### src/logic/sp_pkg.sv
// package: serial port constants, carrier types and operation summary
// Summary of operation
// - received byte waits while next shifts in
// - data address: write to tx, read rx
// - mode bits select shift, 8-bit, 9-bit fixed/variable
// - mode 1 multiproc: need valid stop bit
// - modes 2/3 multiproc: drop frame if ninth zero
// - no reception starts while receive enable clear
// - tx ninth bit sent as ninth bit
// - rx ninth bit captures ninth or stop
// - tx done at 8th bit end / stop start
// - rx done at 8th bit end / mid stop
// - mode 0: data on rxd, clock on txd
// - mode 0 receive starts when enabled, rx-done clear
// - mode 1 frame: start, 8 lsb-first, stop
// - data write starts tx; mode 1 stop bit
// - async receive starts on falling rxd edge
// - load only if rx-done clear and gate met
// - mode 2: 11 bits, clock/64 or /32
// - mode 2 tx starts at next baud tick
// - modes 1/3 baud from timer overflows
// - mode 0 shift every 12 core clocks
// - timer 2 overflow flag inhibited in baud use
// - timer 2 selects route rx/tx baud clocks
// - bit is 16 overflows, timer 1 halved
package sp_pkg;
   localparam logic [7:0] SP_ADDR_CTRL    = 8'h98;
   localparam logic [7:0] SP_ADDR_DATA    = 8'h99;
   localparam logic [7:0] SP_CTRL_RESET   = 8'h00;
   localparam logic [7:0] SP_RXBUF_RESET  = 8'h00;
   localparam logic [1:0] SP_MODE_SHIFT   = 2'h0;
   localparam logic [1:0] SP_MODE_VAR8    = 2'h1;
   localparam logic [1:0] SP_MODE_FIX9    = 2'h2;
   localparam logic [1:0] SP_MODE_VAR9    = 2'h3;
   localparam logic [3:0] SP_M0_LAST      = 4'hb;
   localparam logic [3:0] SP_M0_HALF      = 4'h6;
   localparam logic [2:0] SP_M0_BIT_LAST  = 3'h7;
   localparam logic [1:0] SP_M2_LAST_SLOW = 2'h3;
   localparam logic [1:0] SP_M2_LAST_FAST = 2'h1;
   localparam logic [3:0] SP_OVS_MID      = 4'h7;
   localparam logic [3:0] SP_OVS_LAST     = 4'hf;
   localparam logic [3:0] SP_TX_STOP8     = 4'h9;
   localparam logic [3:0] SP_TX_STOP9     = 4'ha;
   localparam logic [3:0] SP_RX_LAST8     = 4'h7;
   localparam logic [3:0] SP_RX_LAST9     = 4'h8;

   typedef struct packed {
      logic mode_hi;
      logic mode_lo;
      logic multiproc_enable;
      logic rx_enable;
      logic tx_ninth_bit;
      logic rx_ninth_bit;
      logic tx_done_flag;
      logic rx_done_flag;
   } sp_ctrl_s;

   typedef struct packed {
      logic       wr;
      logic       rd;
      logic [7:0] addr;
      logic [7:0] wdata;
   } sp_sfr_req_s;

   typedef struct packed {
      logic [7:0] data;
      logic       bit9;
   } sp_rx_word_s;
endpackage

### src/logic/sp_uart.sv
// serial port top: control registers, baud ticks, shift mode
module sp_uart
   import sp_pkg::*;
(
   input  wire logic        mclk_in,               // core clock
   input  wire logic        rst_n_in,              // sync reset
   input  wire sp_sfr_req_s sfr_req_in,            // register access
   output logic [7:0]       sfr_rdata_out,         // read data
   input  wire logic        baud_double_in,        // rate double
   input  wire logic        t2_rx_clock_select_in, // rx from t2
   input  wire logic        t2_tx_clock_select_in, // tx from t2
   input  wire logic        t1_ovf_in,             // timer 1 pulse
   input  wire logic        t2_ovf_in,             // timer 2 pulse
   input  wire logic        rxd_in,                // rxd pin level
   output logic             rxd_out,               // rxd drive
   output logic             rxd_oe_out,            // rxd enable
   output logic             txd_out,               // txd pin
   output logic             t2_flag_inhibit_out,   // block t2 flag
   output logic             serial_irq_out         // serial request
);
   typedef enum logic [2:0] {
      M0_IDLE = 3'b001,
      M0_TX   = 3'b010,
      M0_RX   = 3'b100
   } sp_m0_st_e;

   sp_ctrl_s    ctrl_ff;
   logic [7:0]  rxbuf_ff;
   logic        rxd_meta_ff;
   logic        rxd_s_ff;
   logic [1:0]  mode;
   logic        async;
   logic        wr_ctrl;
   logic        wr_data;

   logic [1:0]  m2_div_ff;
   logic        m2_tick;
   logic        t1_half_ff;
   logic        t1_tick;
   logic [1:0]  chan_tick;

   logic        tx_txd;
   logic        tx_stop;
   logic        tx_busy;
   logic        rx_done;
   sp_rx_word_s rx_word;

   sp_m0_st_e   m0_st_ff;
   logic [3:0]  m0_div_ff;
   logic [2:0]  m0_cnt_ff;
   logic [7:0]  m0_sh_ff;
   logic        m0_go_tx;
   logic        m0_go_rx;
   logic        m0_end;
   logic        m0_bit_end;
   logic [7:0]  m0_rx_word;

   logic        ti_set;
   logic        rx_load;

   // mode bits decode the frame format and the baud source
   assign mode  = {ctrl_ff.mode_hi, ctrl_ff.mode_lo};
   assign async = mode != SP_MODE_SHIFT;

   assign wr_ctrl = sfr_req_in.wr && sfr_req_in.addr == SP_ADDR_CTRL;
   assign wr_data = sfr_req_in.wr && sfr_req_in.addr == SP_ADDR_DATA;

   // pin synchroniser; only the second stage is used
   always_ff @(posedge mclk_in) begin
      if (!rst_n_in) begin
         rxd_meta_ff <= 1'b1;
         rxd_s_ff    <= 1'b1;
      end else begin
         rxd_meta_ff <= rxd_in;
         rxd_s_ff    <= rxd_meta_ff;
      end
   end

   // fixed rate: 16 ticks per bit, so 4 or 2 core clocks a tick
   assign m2_tick = m2_div_ff ==
                    (baud_double_in ? SP_M2_LAST_FAST : SP_M2_LAST_SLOW);

   always_ff @(posedge mclk_in) begin
      if (!rst_n_in) m2_div_ff <= 2'h0;
      else if (m2_tick) m2_div_ff <= 2'h0;
      else m2_div_ff <= m2_div_ff + 2'h1;
   end

   // timer 1 overflows halved unless the rate is doubled
   always_ff @(posedge mclk_in) begin
      if (!rst_n_in) t1_half_ff <= 1'b0;
      else if (t1_ovf_in) t1_half_ff <= !t1_half_ff;
   end

   assign t1_tick = t1_ovf_in && (baud_double_in || t1_half_ff);

   // channel 0 feeds the transmitter, channel 1 the receiver
   for (genvar ch = 0; ch < 2; ch++) begin : g_tick
      logic use_t2;
      assign use_t2 = (ch == 0) ? t2_tx_clock_select_in
                                : t2_rx_clock_select_in;
      assign chan_tick[ch] = (mode == SP_MODE_FIX9) ? m2_tick
                           : (use_t2 ? t2_ovf_in : t1_tick);
   end

   sp_tx u_tx (
      .mclk_in  (mclk_in),
      .rst_n_in (rst_n_in),
      .tick_in  (chan_tick[0]),
      .start_in (wr_data && async),
      .nine_in  (ctrl_ff.mode_hi),
      .frame_in ({ctrl_ff.tx_ninth_bit, sfr_req_in.wdata}),
      .txd_out  (tx_txd),
      .stop_out (tx_stop),
      .busy_out (tx_busy)
   );

   sp_rx u_rx (
      .mclk_in  (mclk_in),
      .rst_n_in (rst_n_in),
      .tick_in  (chan_tick[1]),
      .en_in    (ctrl_ff.rx_enable && async),
      .nine_in  (ctrl_ff.mode_hi),
      .rxd_in   (rxd_s_ff),
      .done_out (rx_done),
      .word_out (rx_word)
   );

   // shift mode: one bit every 12 core clocks, 8 bits lsb first.
   // a data write while a shift is running is ignored, which keeps
   // the external shift clock free of short pulses.
   assign m0_go_tx = wr_data && !async && m0_st_ff == M0_IDLE;
   assign m0_go_rx = !async && m0_st_ff == M0_IDLE && !m0_go_tx &&
                     ctrl_ff.rx_enable &&
                     !ctrl_ff.rx_done_flag;
   assign m0_bit_end = m0_st_ff != M0_IDLE &&
                       m0_div_ff == SP_M0_LAST;
   assign m0_end = m0_bit_end && m0_cnt_ff == SP_M0_BIT_LAST;
   assign m0_rx_word = {rxd_s_ff, m0_sh_ff[7:1]};

   always_ff @(posedge mclk_in) begin
      if (!rst_n_in) begin
         m0_st_ff  <= M0_IDLE;
         m0_div_ff <= 4'h0;
         m0_cnt_ff <= 3'h0;
      end else if (m0_go_tx || m0_go_rx) begin
         m0_st_ff  <= m0_go_tx ? M0_TX : M0_RX;
         m0_div_ff <= 4'h0;
         m0_cnt_ff <= 3'h0;
      end else if (m0_bit_end) begin
         m0_div_ff <= 4'h0;
         if (m0_end) m0_st_ff <= M0_IDLE;
         else m0_cnt_ff <= m0_cnt_ff + 3'h1;
      end else if (m0_st_ff != M0_IDLE) begin
         m0_div_ff <= m0_div_ff + 4'h1;
      end
   end

   always_ff @(posedge mclk_in) begin
      if (!rst_n_in) m0_sh_ff <= 8'h00;
      else if (m0_go_tx) m0_sh_ff <= sfr_req_in.wdata;
      else if (m0_bit_end && m0_st_ff == M0_TX)
         m0_sh_ff <= {1'b1, m0_sh_ff[7:1]};
      else if (m0_bit_end && m0_st_ff == M0_RX)
         m0_sh_ff <= m0_rx_word;
   end

   // shift clock low for the first half of each bit, high at rest
   always_ff @(posedge mclk_in) begin
      if (!rst_n_in) begin
         txd_out    <= 1'b1;
         rxd_out    <= 1'b1;
         rxd_oe_out <= 1'b0;
      end else begin
         txd_out    <= async ? tx_txd
                     : !(m0_st_ff != M0_IDLE &&
                         m0_div_ff < SP_M0_HALF);
         rxd_out    <= m0_sh_ff[0];
         rxd_oe_out <= m0_st_ff == M0_TX;
      end
   end

   // events that raise the done flags
   assign ti_set  = tx_stop || (m0_end && m0_st_ff == M0_TX);
   // a frame that ends while the flag is still set is lost
   assign rx_load = !ctrl_ff.rx_done_flag &&
                    ((async && rx_done &&
                      (!ctrl_ff.multiproc_enable ||
                       rx_word.bit9)) ||
                     (m0_end && m0_st_ff == M0_RX));

   // hardware sets are written last so they win over a clear
   always_ff @(posedge mclk_in) begin
      if (!rst_n_in) begin
         ctrl_ff <= SP_CTRL_RESET;
      end else begin
         if (wr_ctrl) ctrl_ff <= sfr_req_in.wdata;
         if (ti_set) ctrl_ff.tx_done_flag <= 1'b1;
         if (rx_load) begin
            ctrl_ff.rx_done_flag <= 1'b1;
            if (async) ctrl_ff.rx_ninth_bit <= rx_word.bit9;
         end
      end
   end

   // receive buffer is separate from both shift registers
   always_ff @(posedge mclk_in) begin
      if (!rst_n_in) rxbuf_ff <= SP_RXBUF_RESET;
      else if (rx_load)
         rxbuf_ff <= async ? rx_word.data : m0_rx_word;
   end

   always_ff @(posedge mclk_in) begin
      if (!rst_n_in) begin
         sfr_rdata_out <= 8'h00;
      end else if (sfr_req_in.rd) begin
         unique case (sfr_req_in.addr)
            SP_ADDR_CTRL: sfr_rdata_out <= ctrl_ff;
            SP_ADDR_DATA: sfr_rdata_out <= rxbuf_ff;
            default:      sfr_rdata_out <= 8'h00;
         endcase
      end
   end

   always_ff @(posedge mclk_in) begin
      if (!rst_n_in) begin
         t2_flag_inhibit_out <= 1'b0;
         serial_irq_out      <= 1'b0;
      end else begin
         t2_flag_inhibit_out <= t2_rx_clock_select_in ||
                                t2_tx_clock_select_in;
         serial_irq_out      <= ctrl_ff.tx_done_flag ||
                                ctrl_ff.rx_done_flag;
      end
   end
endmodule // sp_uart

### src/logic/sp_tx.sv
// asynchronous frame transmitter for modes 1 to 3
module sp_tx
   import sp_pkg::*;
(
   input  wire logic       mclk_in,  // core clock
   input  wire logic       rst_n_in, // sync reset, active low
   input  wire logic       tick_in,  // 16x baud tick
   input  wire logic       start_in, // load frame and send
   input  wire logic       nine_in,  // 11-bit frame
   input  wire logic [8:0] frame_in, // ninth bit and data
   output logic            txd_out,  // serial line
   output logic            stop_out, // stop bit begins
   output logic            busy_out  // frame in flight
);
   typedef enum logic [2:0] {
      TX_IDLE = 3'b001,
      TX_WAIT = 3'b010,
      TX_RUN  = 3'b100
   } sp_tx_st_e;

   sp_tx_st_e   st_ff;
   logic [10:0] sh_ff;
   logic [3:0]  tcnt_ff;
   logic [3:0]  bit_ff;
   logic [3:0]  last_ff;
   logic        bit_end;

   assign bit_end = tick_in && st_ff == TX_RUN && tcnt_ff == SP_OVS_LAST;
   assign busy_out = st_ff != TX_IDLE;

   always_ff @(posedge mclk_in) begin
      if (!rst_n_in) begin
         st_ff   <= TX_IDLE;
         tcnt_ff <= 4'h0;
         bit_ff  <= 4'h0;
      end else if (start_in) begin
         st_ff   <= TX_WAIT;
         tcnt_ff <= 4'h0;
         bit_ff  <= 4'h0;
      end else if (tick_in) begin
         unique case (st_ff)
            TX_IDLE: ;
            TX_WAIT: st_ff <= TX_RUN;
            TX_RUN: begin
               tcnt_ff <= tcnt_ff + 4'h1;
               if (tcnt_ff == SP_OVS_LAST) begin
                  if (bit_ff == last_ff) st_ff <= TX_IDLE;
                  else bit_ff <= bit_ff + 4'h1;
               end
            end
         endcase
      end
   end

   // slot 9 is the stop bit in mode 1 and the ninth bit otherwise
   always_ff @(posedge mclk_in) begin
      if (!rst_n_in) begin
         sh_ff   <= 11'h7ff;
         last_ff <= SP_TX_STOP8;
      end else if (start_in) begin
         sh_ff   <= {1'b1, nine_in ? frame_in[8] : 1'b1,
                     frame_in[7:0], 1'b0};
         last_ff <= nine_in ? SP_TX_STOP9 : SP_TX_STOP8;
      end else if (bit_end) begin
         sh_ff <= {1'b1, sh_ff[10:1]};
      end
   end

   always_ff @(posedge mclk_in) begin
      if (!rst_n_in) begin
         txd_out  <= 1'b1;
         stop_out <= 1'b0;
      end else begin
         txd_out  <= (st_ff == TX_RUN) ? sh_ff[0] : 1'b1;
         stop_out <= bit_end && (bit_ff + 4'h1 == last_ff);
      end
   end
endmodule // sp_tx

### src/logic/sp_rx.sv
// asynchronous frame receiver for modes 1 to 3
module sp_rx
   import sp_pkg::*;
(
   input  wire logic  mclk_in,  // core clock
   input  wire logic  rst_n_in, // sync reset, active low
   input  wire logic  tick_in,  // 16x baud tick
   input  wire logic  en_in,    // reception allowed
   input  wire logic  nine_in,  // 11-bit frame
   input  wire logic  rxd_in,   // synchronised line
   output logic       done_out, // mid stop bit pulse
   output sp_rx_word_s word_out // received byte and bit 9
);
   typedef enum logic [3:0] {
      RX_IDLE  = 4'b0001,
      RX_START = 4'b0010,
      RX_DATA  = 4'b0100,
      RX_STOP  = 4'b1000
   } sp_rx_st_e;

   sp_rx_st_e  st_ff;
   logic       prev_ff;
   logic [3:0] tcnt_ff;
   logic [3:0] cnt_ff;
   logic [8:0] sh_ff;
   logic       mid;

   assign mid = tick_in && tcnt_ff == SP_OVS_MID;

   always_ff @(posedge mclk_in) begin
      if (!rst_n_in) prev_ff <= 1'b1;
      else prev_ff <= rxd_in;
   end

   always_ff @(posedge mclk_in) begin
      if (!rst_n_in) begin
         st_ff   <= RX_IDLE;
         tcnt_ff <= 4'h0;
         cnt_ff  <= 4'h0;
         sh_ff   <= 9'h000;
      end else begin
         if (tick_in) tcnt_ff <= tcnt_ff + 4'h1;
         unique case (st_ff)
            RX_IDLE: if (en_in && prev_ff && !rxd_in) begin
               st_ff   <= RX_START;
               tcnt_ff <= 4'h0;
               cnt_ff  <= 4'h0;
            end
            // a start bit gone high by mid-bit was a glitch
            RX_START: if (mid) st_ff <= rxd_in ? RX_IDLE : RX_DATA;
            RX_DATA: if (mid) begin
               sh_ff  <= {rxd_in, sh_ff[8:1]};
               cnt_ff <= cnt_ff + 4'h1;
               if (cnt_ff == (nine_in ? SP_RX_LAST9 : SP_RX_LAST8))
                  st_ff <= RX_STOP;
            end
            RX_STOP: if (mid) st_ff <= RX_IDLE;
         endcase
      end
   end

   always_ff @(posedge mclk_in) begin
      if (!rst_n_in) begin
         done_out <= 1'b0;
         word_out <= '0;
      end else begin
         done_out <= st_ff == RX_STOP && mid;
         if (st_ff == RX_STOP && mid) begin
            word_out.data <= nine_in ? sh_ff[7:0] : sh_ff[8:1];
            word_out.bit9 <= nine_in ? sh_ff[8] : rxd_in;
         end
      end
   end
endmodule // sp_rx

### config.mk
export PLATFORM = sky130hd
export DESIGN_NAME = sp_uart
export DESIGN_NICKNAME = d
export VERILOG_FILES = /design/src/logic/sp_pkg.sv /design/src/logic/sp_uart.sv /design/src/logic/sp_tx.sv /design/src/logic/sp_rx.sv
export SDC_FILE = /design/constraint.sdc
export NUM_CORES = 1
export LEC_CHECK = 0
export BUFFER_PORTS_ARGS = -buffer_cell sky130_fd_sc_hd__buf_4
export CAP_MARGIN = 5
export CORE_MARGIN = 2
export CORE_UTILIZATION = 40
export CTS_CLUSTER_DIAMETER = 150
export DETAILED_ROUTE_END_ITERATION = 8
export GPL_TIMING_DRIVEN = 0
export PLACE_DENSITY = 0.6
export SYNTH_ARGS = -nofsm -noshare
export SYNTH_HDL_FRONTEND = slang
export SYNTH_SLANG_ARGS = --single-unit
### constraint.sdc
create_clock -name mclk_in -period 2.3 [get_ports mclk_in]
set_clock_uncertainty 0.2 [all_clocks]
set_input_delay 0.115 -clock mclk_in [delete_from_list [all_inputs] [get_ports mclk_in]]
set_output_delay 0.115 -clock mclk_in [all_outputs]
set_load 0.01 [all_outputs]
# Word level (Yosys, flattened, before mapping)
# Index checks and enable logic that the tools add are counted.
# W data, S select, Z words.
dict set report totals {
  regBits 111
  latch_bits 0
  mem_bits_rw 0
  romBits 0
  input_bits 26
  memories 0
}
dict set report op_classes {
  add_sub_neg 7
  mul 0
  div 0
  magnitude_cmp 1
  eq_ne 30
  n_shift 0
  mux 45
  bitwise 3
  n_reduce_logical 67
}
# operator count
set ops {}
lappend ops {{$mux W4} 11}
lappend ops {{$mux W8} 5}
lappend ops {{$logic_and A1 B1 Y1} 28}
lappend ops {{$mux W3} 8}
lappend ops {{$add A4 B1 Y4 const B} 5}
lappend ops {{$mux W10} 2}
lappend ops {{$reduce_bool A2 Y1} 9}
lappend ops {{$eq A8 B8 Y1 const B} 2}
lappend ops {{$pmux W4 S4} 1}
lappend ops {{$pmux W8 S2} 1}
lappend ops {{$eq A4 B4 Y1} 3}
lappend ops {{$eq A4 B4 Y1 const B} 3}
lappend ops {{$reduce_and A4 Y1} 3}
lappend ops {{$mux W1} 11}
lappend ops {{$ne A2 B1 Y1 const B} 5}
lappend ops {{$reduce_and A2 Y1} 5}
lappend ops {{$eq A3 B3 Y1 const B} 3}
lappend ops {{$eq A4 B3 Y1 const B} 2}
lappend ops {{$mux W2} 4}
lappend ops {{$pmux W4 S2} 1}
lappend ops {{$logic_not A1 Y1} 7}
lappend ops {{$logic_or A1 B1 Y1} 7}
lappend ops {{$eq A3 B2 Y1 const B} 2}
lappend ops {{$ne A3 B2 Y1 const B} 2}
lappend ops {{17 further kinds} 23}

# Depth between registers and ports, before layout
# Gate-level depths: netlist of the first run.
dict set report logic_depth {
  depth_word 11
  ltp_mapped 8
  mapped_depth_nobuf 7
}

# Modules after synthesis
# Synthesis of the first run repeated with hierarchy kept, for this count alone.
dict set report hier_totals {
  hier_cells 538
  area_unflattened_um2 5062.4
}
# mod n_inst cells_per_inst area_per_inst_um2
set modules_own_cells {}
lappend modules_own_cells {sp_uart 1 262 2463.6}
lappend modules_own_cells {sp_rx 1 153 1511.4}
lappend modules_own_cells {sp_tx 1 123 1087.3}

# Worst setup path before layout of the first run
# No wires, ideal clock.
dict set report synth_path {
  path_kind {register to register}
  startpoint {register ctrl_ff[7] in the netlist's numbering}
  endpoint {register u_rx.cnt_ff[2]}
  setup_ns 0.074
  arrival_time_ns 2.007
  slack_ns 0.019
  path_stages_with_launch 8
  n_path_buf 2
  cell_sequence {dfxtp_1 -> buf_2 -> nand2b_1 -> o211a_1 -> or4b_1 -> buf_4 -> or4_1 -> a31oi_1}
}
dict set report synth_between {
  elab_chain_len 6
  elab_cells_between_ends 10
  cone_classes {eq/ne (3); mux (1); reduce/logical (6)}
}
# item line_no
set synth_lines {}
lappend synth_lines {{start, declared} sp_uart.sv:27} ;# sp_ctrl_s ctrl_ff;
lappend synth_lines {{start signal, assigned} sp_uart.sv:197} ;# if (wr_ctrl) ctrl_ff <= sfr_req_in.wdata;
lappend synth_lines {{$reduce_bool A2 Y1} sp_uart.sv:63} ;# assign async = mode != SP_MODE_SHIFT;
lappend synth_lines {{$logic_and A1 B1 Y1} sp_uart.sv:122} ;# .en_in (ctrl_ff.rx_enable && async),
lappend synth_lines {{$logic_and A1 B1 Y1 (2 in series)} sp_rx.sv:44} ;# RX_IDLE: if (en_in && prev_ff && !rxd_in) begin
lappend synth_lines {{$ne A2 B1 Y1 (no line)} n/a}
lappend synth_lines {{$reduce_and A3 Y1 (no line) *} n/a}
lappend synth_lines {{end signal, assigned} sp_rx.sv:53} ;# cnt_ff <= cnt_ff + 4'h1;
lappend synth_lines {{end, declared} sp_rx.sv:24} ;# logic [3:0] cnt_ff;
# Every way passes the cells marked *; elsewhere a longest branch is shown, timed or not.
# A chain may end at the register's enable or synchronous reset.

# Worst setup path after layout of the first run
dict set report layout_path {
  startpoint {register m2_div_ff[1]}
  endpoint {register u_rx.cnt_ff[2]}
}
dict set report layout_between {
  elab_chain_len 5
}
# item line_no
set layout_lines {}
lappend layout_lines {{start, declared} sp_uart.sv:36} ;# logic [1:0] m2_div_ff;
lappend layout_lines {{start signal, assigned} sp_uart.sv:86} ;# else m2_div_ff <= m2_div_ff + 2'h1;
lappend layout_lines {{$eq A2 B2 Y1} sp_uart.sv:80} ;# assign m2_tick = m2_div_ff ==
lappend layout_lines {{$mux W1} sp_uart.sv:102} ;# assign chan_tick[ch] = (mode == SP_MODE_FIX9) ? m2_tick
lappend layout_lines {{$logic_and A1 B1 Y1} sp_rx.sv:28} ;# assign mid = tick_in && tcnt_ff == SP_OVS_MID;
lappend layout_lines {{$ne A2 B1 Y1 (no line)} n/a}
lappend layout_lines {{$reduce_and A3 Y1 (no line)} n/a}
# Every way passes these cells.

==> results of run 1 <==
==> sequential cells by signal (all words and copies together), names as in the netlist, 2 cells and up <==
name and flops:
u_tx.sh_ff 10, u_tx.st_ff 3, u_rx.cnt_ff 4, sfr_rdata_out 8, u_rx.st_ff 4, u_tx.bit_ff 4
u_rx.sh_ff 9, u_tx.last_ff 2, u_tx.tcnt_ff 4, m0_sh_ff 8, m0_div_ff 4, u_rx.tcnt_ff 4
u_rx.word_out 9, m0_cnt_ff 3, m0_st_ff 3, rxbuf_ff 8, m2_div_ff 2, ctrl_ff 8
==> kinds of logic after synthesis <==
family / Yosys count / synth area share [%]
AOI/OAI and AO/OA: 104 / 14.56
xor gates and xnor gates: 19 / 3.415
adders and majority gates: 7 / 1.797
buffers and inverters: 44 / 3.569
DFF: 109 / 44.78
muxes: 48 / 9.910
and+or+nand+nor: 218 / 21.98
==> power by group <==
| group | internal (W) | total [W] | switching [W] |
|---|---|---|---|
| Combinational | 0.000150 | 0.000350 | 0.000200 |
| Sequential | 0.00192 | 0.00196 | 0.0000486 |
| Clock | 0.000899 | 0.00159 | 0.000689 |
==> synthesized netlist by cell type, types with 7 or more instances <==
library cell  number
dfxtp_1          109
nor2_1            92
mux2i_1           46
nand2_1           41
a211oi_1          24
a21oi_1           24
clkbuf_1          21
o21ai_0           19
nand3_1           16
inv_1             14
xor2_1            13
or4_1             11
a311oi_1           9
nand2b_1           9
ha_1               7
nand4_1            7
o211ai_1           7
==> stage by stage <==
stage	setup TNS, ns	hold slack, ns	total power, W	setup slack [ns]
floorplan	0	0.01647	0.002188	0.01892
finish	0	0.02449	0.003903	0.05977
global route	-0.02300	0.08319	0.004054	-0.01699
CTS	-0.07544	0.01999	0.003929	-0.07544
global placement	-8.216	0.1053	0.002298	-0.2831
detailed placement	-8.683	0.1044	0.002299	-0.2736
==> timing repair <==
action                                 in CTS  in global routing
setup endpoints to repair                  64                 82
hold buffers                               15                  0
setup buffers                               1                 17
gates resized for setup                    22                 34
pin swaps                                   2                  8
endpoints found under the hold margin      36                  0
==> per-layer routing <==
layer / track usage (%) / vias up
li1: - / 2115
met1: 24.34 / 1957
met4: 6.585 / 0
met2: 31.76 / 71
met5: 0 / -
met3: 4.870 / 23
==> area by class of cell <==
cell class	instances	area (um2)
Multi-Input combinational cell	396	2649
Sequential cell	109	2198
Tap cell	147	183.9
Timing Repair Buffer	69	555.5
Buffer	24	123.9
Fill cell	1134	5897
Inverter	14	52.55
Clock buffer	12	256.5
Clock inverter	3	45.04
==> path summary, 6_finish.rpt <==
check	cells after the start	endpoint	slack (ns)	start
worst max-delay path	6	u_rx.cnt_ff[2]	0.06	m2_div_ff[1]
worst min-delay path	4	u_rx.tcnt_ff[1]	0.02	t2_rx_clock_select_in
worst max register to register	6	u_rx.cnt_ff[2]	0.06	m2_div_ff[1]
worst min register to register	1	rxd_s_ff	0.21	rxd_meta_ff
==> worst max-delay path, delay by kind of cell (launching register included) <==
family                 cells  cell delay (ns)
AO/OA/AOI/OAI              2             0.26
XOR/XNOR                   1             0.18
buffers and inverters      1             0.14
flip-flops                 1             0.37
AND/OR/NAND/NOR            2             1.02
==> flow_summary.yaml, run 1 <==
run_status:
  status: "finished, final reports clean"
place:
  gp_congestion: 0.8251
  dp.final_hpwl_um: 8589
  dpl-instance-area_um2: 5328
  placed_cells: 732
  port_buffers: 36
synth:
  synthTopCellsByArea: "dfxtp_1, mux2i_1, nor2_1"
  ys_warn_count: 0
  synthCells: 549
  syn-num-nets: 582
  synth_flop_cell: "dfxtp_1"
  synth_top_area_share_pct: 44.78
  ys_async_sr_fraction_pct: 0
  syn_avg_cell_area_um2: 8.877
  synth_cell_types: 53
  syn_area_um2: 4873
  synth_edf_count: 0
  yosysTopAreaCell: "dfxtp_1"
  synth_seq_area_share_pct: 44.78
  synth-seq-cells: 109
worst_setup_path:
  arrival_ns: 2.32
  critPathKind: "flip-flop to flip-flop"
  end_kind: "flip-flop"
  crit_fanout: 5
  worst-endpoint-required_ns: 2.38
  crit_chain: "xor2_4 > a21oi_4 > or4b_4 > buf_8 > or4_4 > a31oi_1"
  startpoint_type: "flip-flop"
  cp_slowest_stage_delay_ns: 0.56
  crit_slowest_cell: "or4b_4"
sta:
  drv_slew: 0
  post-route-period-util_pct: 97.40
  min_period_ns: 2.240
  hold_viol_final: 0
  fmax_mhz: 446.4
  worst_pin_slew_ns: 0.8769
  setup_viol: 0
  slew_headroom_pct: 40.90
global_route:
  grt_first_pass_wirelength_um: 19420
  grt_max_degree: 17
  grt_use_total_pct: 19.18
  grt_pass1_vias: 3957
  overflow: 0
  antenna_found_initial: 0
finish:
  layout_commonest_cell: "dfxtp_1"
  layout_common_cells: "dfxtp_1, nor2_1, buf_4"
  antenna_cells: 0
  fin_nets: 656
  fin_cells: 774
  fin_area_um2: 6065
  areaGrowthSynthToFinish_pct: 24.44
  final_layout_size_suffix_gt1_share_pct: 18.50
  fin_util_pct: 50.70
flow_run:
  maxCapViolCount: 0
route:
  drt_wl_total_um: 12010
  dr_wl_met2_um: 5712
  drc: 0
  highest_layer: "met4"
  post_drt_wl_per_cell_um: 15.51
  drt_iter0_markers: 213
  ant_nets: 0
  met1_length_um: 5686
  vias_per_cell: 5.382
  met3_length_um: 377
  num_vias: 4166
  firstDrtPassIters: 4
clock_network:
  clk_latency_ns: 0.36
  clkSinkCount: 109
  clock_path_buffers: 2
  numCtsBuffers: 9
  cts-root-buf: "clkbuf_16"
  cts_max_level: 3
  clkSlewWorstSetupHoldPaths_ns: 0.07
  cts_tree: "yes"
power:
  p_per_area_nw_per_um2: 643.5
  leakagePower_nw: 2.388
  ir_drop_mv: 0.3904
die:
  fp.coreArea_um2: 11960
  initial_utilization_pct: 40.74
  row_count: 40
  pin_count: 39
  die_area_um2: 13080
  die_h_um: 114.4
  fp.dieW_um: 114.4
hold_path:
  hold_path_class: "input port to flip-flop"
(Power assumes the default switching activity.)
==> run 2: changes to the inputs <==
--- a/config.mk
+++ b/config.mk
@@ -12,7 +12,8 @@
 export CTS_CLUSTER_DIAMETER = 150
 export DETAILED_ROUTE_END_ITERATION = 8
 export GPL_TIMING_DRIVEN = 0
-export PLACE_DENSITY = 0.6
+export PLACE_DENSITY = 0.58
 export SYNTH_ARGS = -nofsm -noshare
 export SYNTH_HDL_FRONTEND = slang
+export SYNTH_HIERARCHICAL = 1
 export SYNTH_SLANG_ARGS = --single-unit
==> constraint.sdc (replaced) <==
create_clock -name mclk_in -period 2.2 [get_ports mclk_in]
set_clock_uncertainty 0.2 [all_clocks]
set_input_delay 0.11 -clock mclk_in [delete_from_list [all_inputs] [get_ports mclk_in]]
set_output_delay 0.11 -clock mclk_in [all_outputs]
set_load 0.01 [all_outputs]
==> run 2 against run 1 <==
Against the previous run: synthesized cell count down 2.2%; register-to-register slack worse by 0.05 ns; core utilization up 0.18 points; highest routed layer unchanged; sequential power up 5%; power up 8.0%; critical path depth up 3; clock power up 3%.
==> flow_summary.yaml, run 2 <==
worst_setup_path:
  critPathKind: "flip-flop to flip-flop"
  ff2ff_setup_slack_ns: 0.01
  rr_endpoint: "u_tx/bit_ff[2]"
  end_kind: "flip-flop"
  reg2reg_from: "m2_div_ff[1]"
  arrival_ns: 2.28
  worst-endpoint-required_ns: 2.30
  crit_fanout: 7
  r2r_cells: 9
  startpoint_type: "flip-flop"
sta:
  min_period_ns: 2.188
  slew_headroom_pct: 54.45
  post-route-period-util_pct: 99.46
  setup_viol: 0
  hold_viol_final: 0
  fin_setup_tns_ns: 0
  drv_slew: 0
  rsz0062_at_grt: "true"
  fmax_mhz: 457.0
  worst_pin_slew_ns: 0.6832
die:
  fp.coreArea_um2: 12470
  die_h_um: 116.4
  die_area_um2: 13560
  pin_count: 39
  row_count: 41
  fp.dieW_um: 116.4
  initial_utilization_pct: 40.56
clock_network:
  cts_tree: "yes"
  clock_path_buffers: 2
  numCtsBuffers: 9
  clkSinkCount: 109
  clk_latency_ns: 0.36
  cts-root-buf: "clkbuf_16"
  clkSlewWorstSetupHoldPaths_ns: 0.07
  cts_max_level: 3
finish:
  final_layout_size_suffix_gt1_share_pct: 25.24
  layout_common_cells: "dfxtp_1, nor2_1, buf_4"
  fin_area_um2: 6342
  antenna_cells: 0
  reg.largest.list: "u_tx/sh_ff (10), u_rx/sh_ff (9), u_rx/word_out (9)"
  layout_commonest_cell: "dfxtp_1"
  regMostFlops: "u_tx/sh_ff"
  fin_nets: 650
  largest_reg_flops: 10
  areaGrowthSynthToFinish_pct: 25.44
synth:
  synthCells: 537
  syn_area_um2: 5056
  syn-num-nets: 570
  ys_warn_count: 6
  syn_avg_cell_area_um2: 9.415
hold_path:
  hold_path_depth: 4
  holdPathEnd: "m0_st_ff[2]"
  hold_path_class: "input port to flip-flop"
  worstHoldStart: "sfr_req_in[8]"
route:
  ant_nets: 0
  drt_iter0_markers: 198
  post_drt_wl_per_cell_um: 15.13
  num_vias: 4065
  vias_per_cell: 5.120
  firstDrtPassIters: 4
  drc: 0
  drt_wl_total_um: 12010
flow_run:
  maxCapViolCount: 0
place:
  gp_congestion: 0.8323
  port_buffers: 38
  dp.final_hpwl_um: 8367
  dpl-instance-area_um2: 5563
global_route:
  overflow: 0
  antenna_found_initial: 0
  grt_max_degree: 17
  grt_first_pass_wirelength_um: 19640
  grt_use_total_pct: 18.72
  grt_pass1_vias: 3985
run_status:
  status: "finished, final reports clean"
power:
  power_w: 0.004215
  ir_drop_mv: 0.4059
  leakagePower_nw: 2.542
  p_per_area_nw_per_um2: 664.5
==> run 2: worst max-delay path by stage <==
stage          depth (start not counted)  slack [ns]        endpoint         start
2_1_floorplan                          9        0.01   u_rx/st_ff[0]  m2_div_ff[1]
3_3_place_gp                           7       -0.53  u_tx/bit_ff[3]    ctrl_ff[7]
3_5_place_dp                           7       -0.51  u_tx/bit_ff[3]    ctrl_ff[7]
4_1_cts                                7       -0.02  u_tx/bit_ff[3]    ctrl_ff[7]
5_1_grt                                9       -0.08  u_tx/bit_ff[2]  m2_div_ff[1]
6_report                               9        0.01  u_tx/bit_ff[2]  m2_div_ff[1]
==> run 2: cell type report <==
| class | count | area (um2) |
|---|---|---|
| clock inverter | 4 | 47.55 |
| tap | 172 | 215.2 |
| sequential | 109 | 2191 |
| inverter | 15 | 56.30 |
| buffer | 29 | 168.9 |
| clock buffer | 12 | 246.5 |
| fill | 1181 | 6123 |
| timing repair buffer | 70 | 580.6 |
| multi-input combinational | 383 | 2836 |
==> run 2: worst max-delay path, cell delays in order (launching register included) <==
cell	delay, ns
dfxtp_2	0.34
xor2_1	0.13
nand2_1	0.07
and3_4	0.20
nor2_4	0.09
nor4bb_1	0.22
buf_4	0.18
nand4_4	0.12
or4_4	0.44
a21oi_2	0.12
==> run 2: stage by stage <==
stage	std cells	util (%)	hold WS (ns)	worst slack [ns]
6_report	794	50.88	0.1209	0.01183
5_1_grt	794	50.88	0.1442	-0.07651
4_1_cts	787	49.12	0.02029	-0.01927
3_5_place_dp	747	44.63	0.09943	-0.5080
3_3_place_gp	747	44.63	0.09948	-0.5334
2_1_floorplan	537	-	0.01147	0.01351
==> run 2: report_power, final <==
part           switching [W]  leakage, nW  internal, W
registers          0.0000360        0.884      0.00201
clock network       0.000733        0.143     0.000912
logic               0.000263         1.52     0.000261
==> run 2: per-layer routing <==
layer,share of wire (%),vias up,track usage (%)
li1,-,2067,-
met1,47,1933,23.32
met2,49,45,31.63
met3,2.7,20,4.930
met4,1.9,0,6.032
met5,0,-,0
==> run 2: what timing repair did <==
action                                  in CTS  in global routing
setup buffers                               10                  6
gates cloned                                 0                  1
resized for setup                           15                 40
pin swaps                                    6                 22
hold buffers                                14                  1
endpoints found under the hold margin       36                  1
endpoints found under the setup margin      65                 57
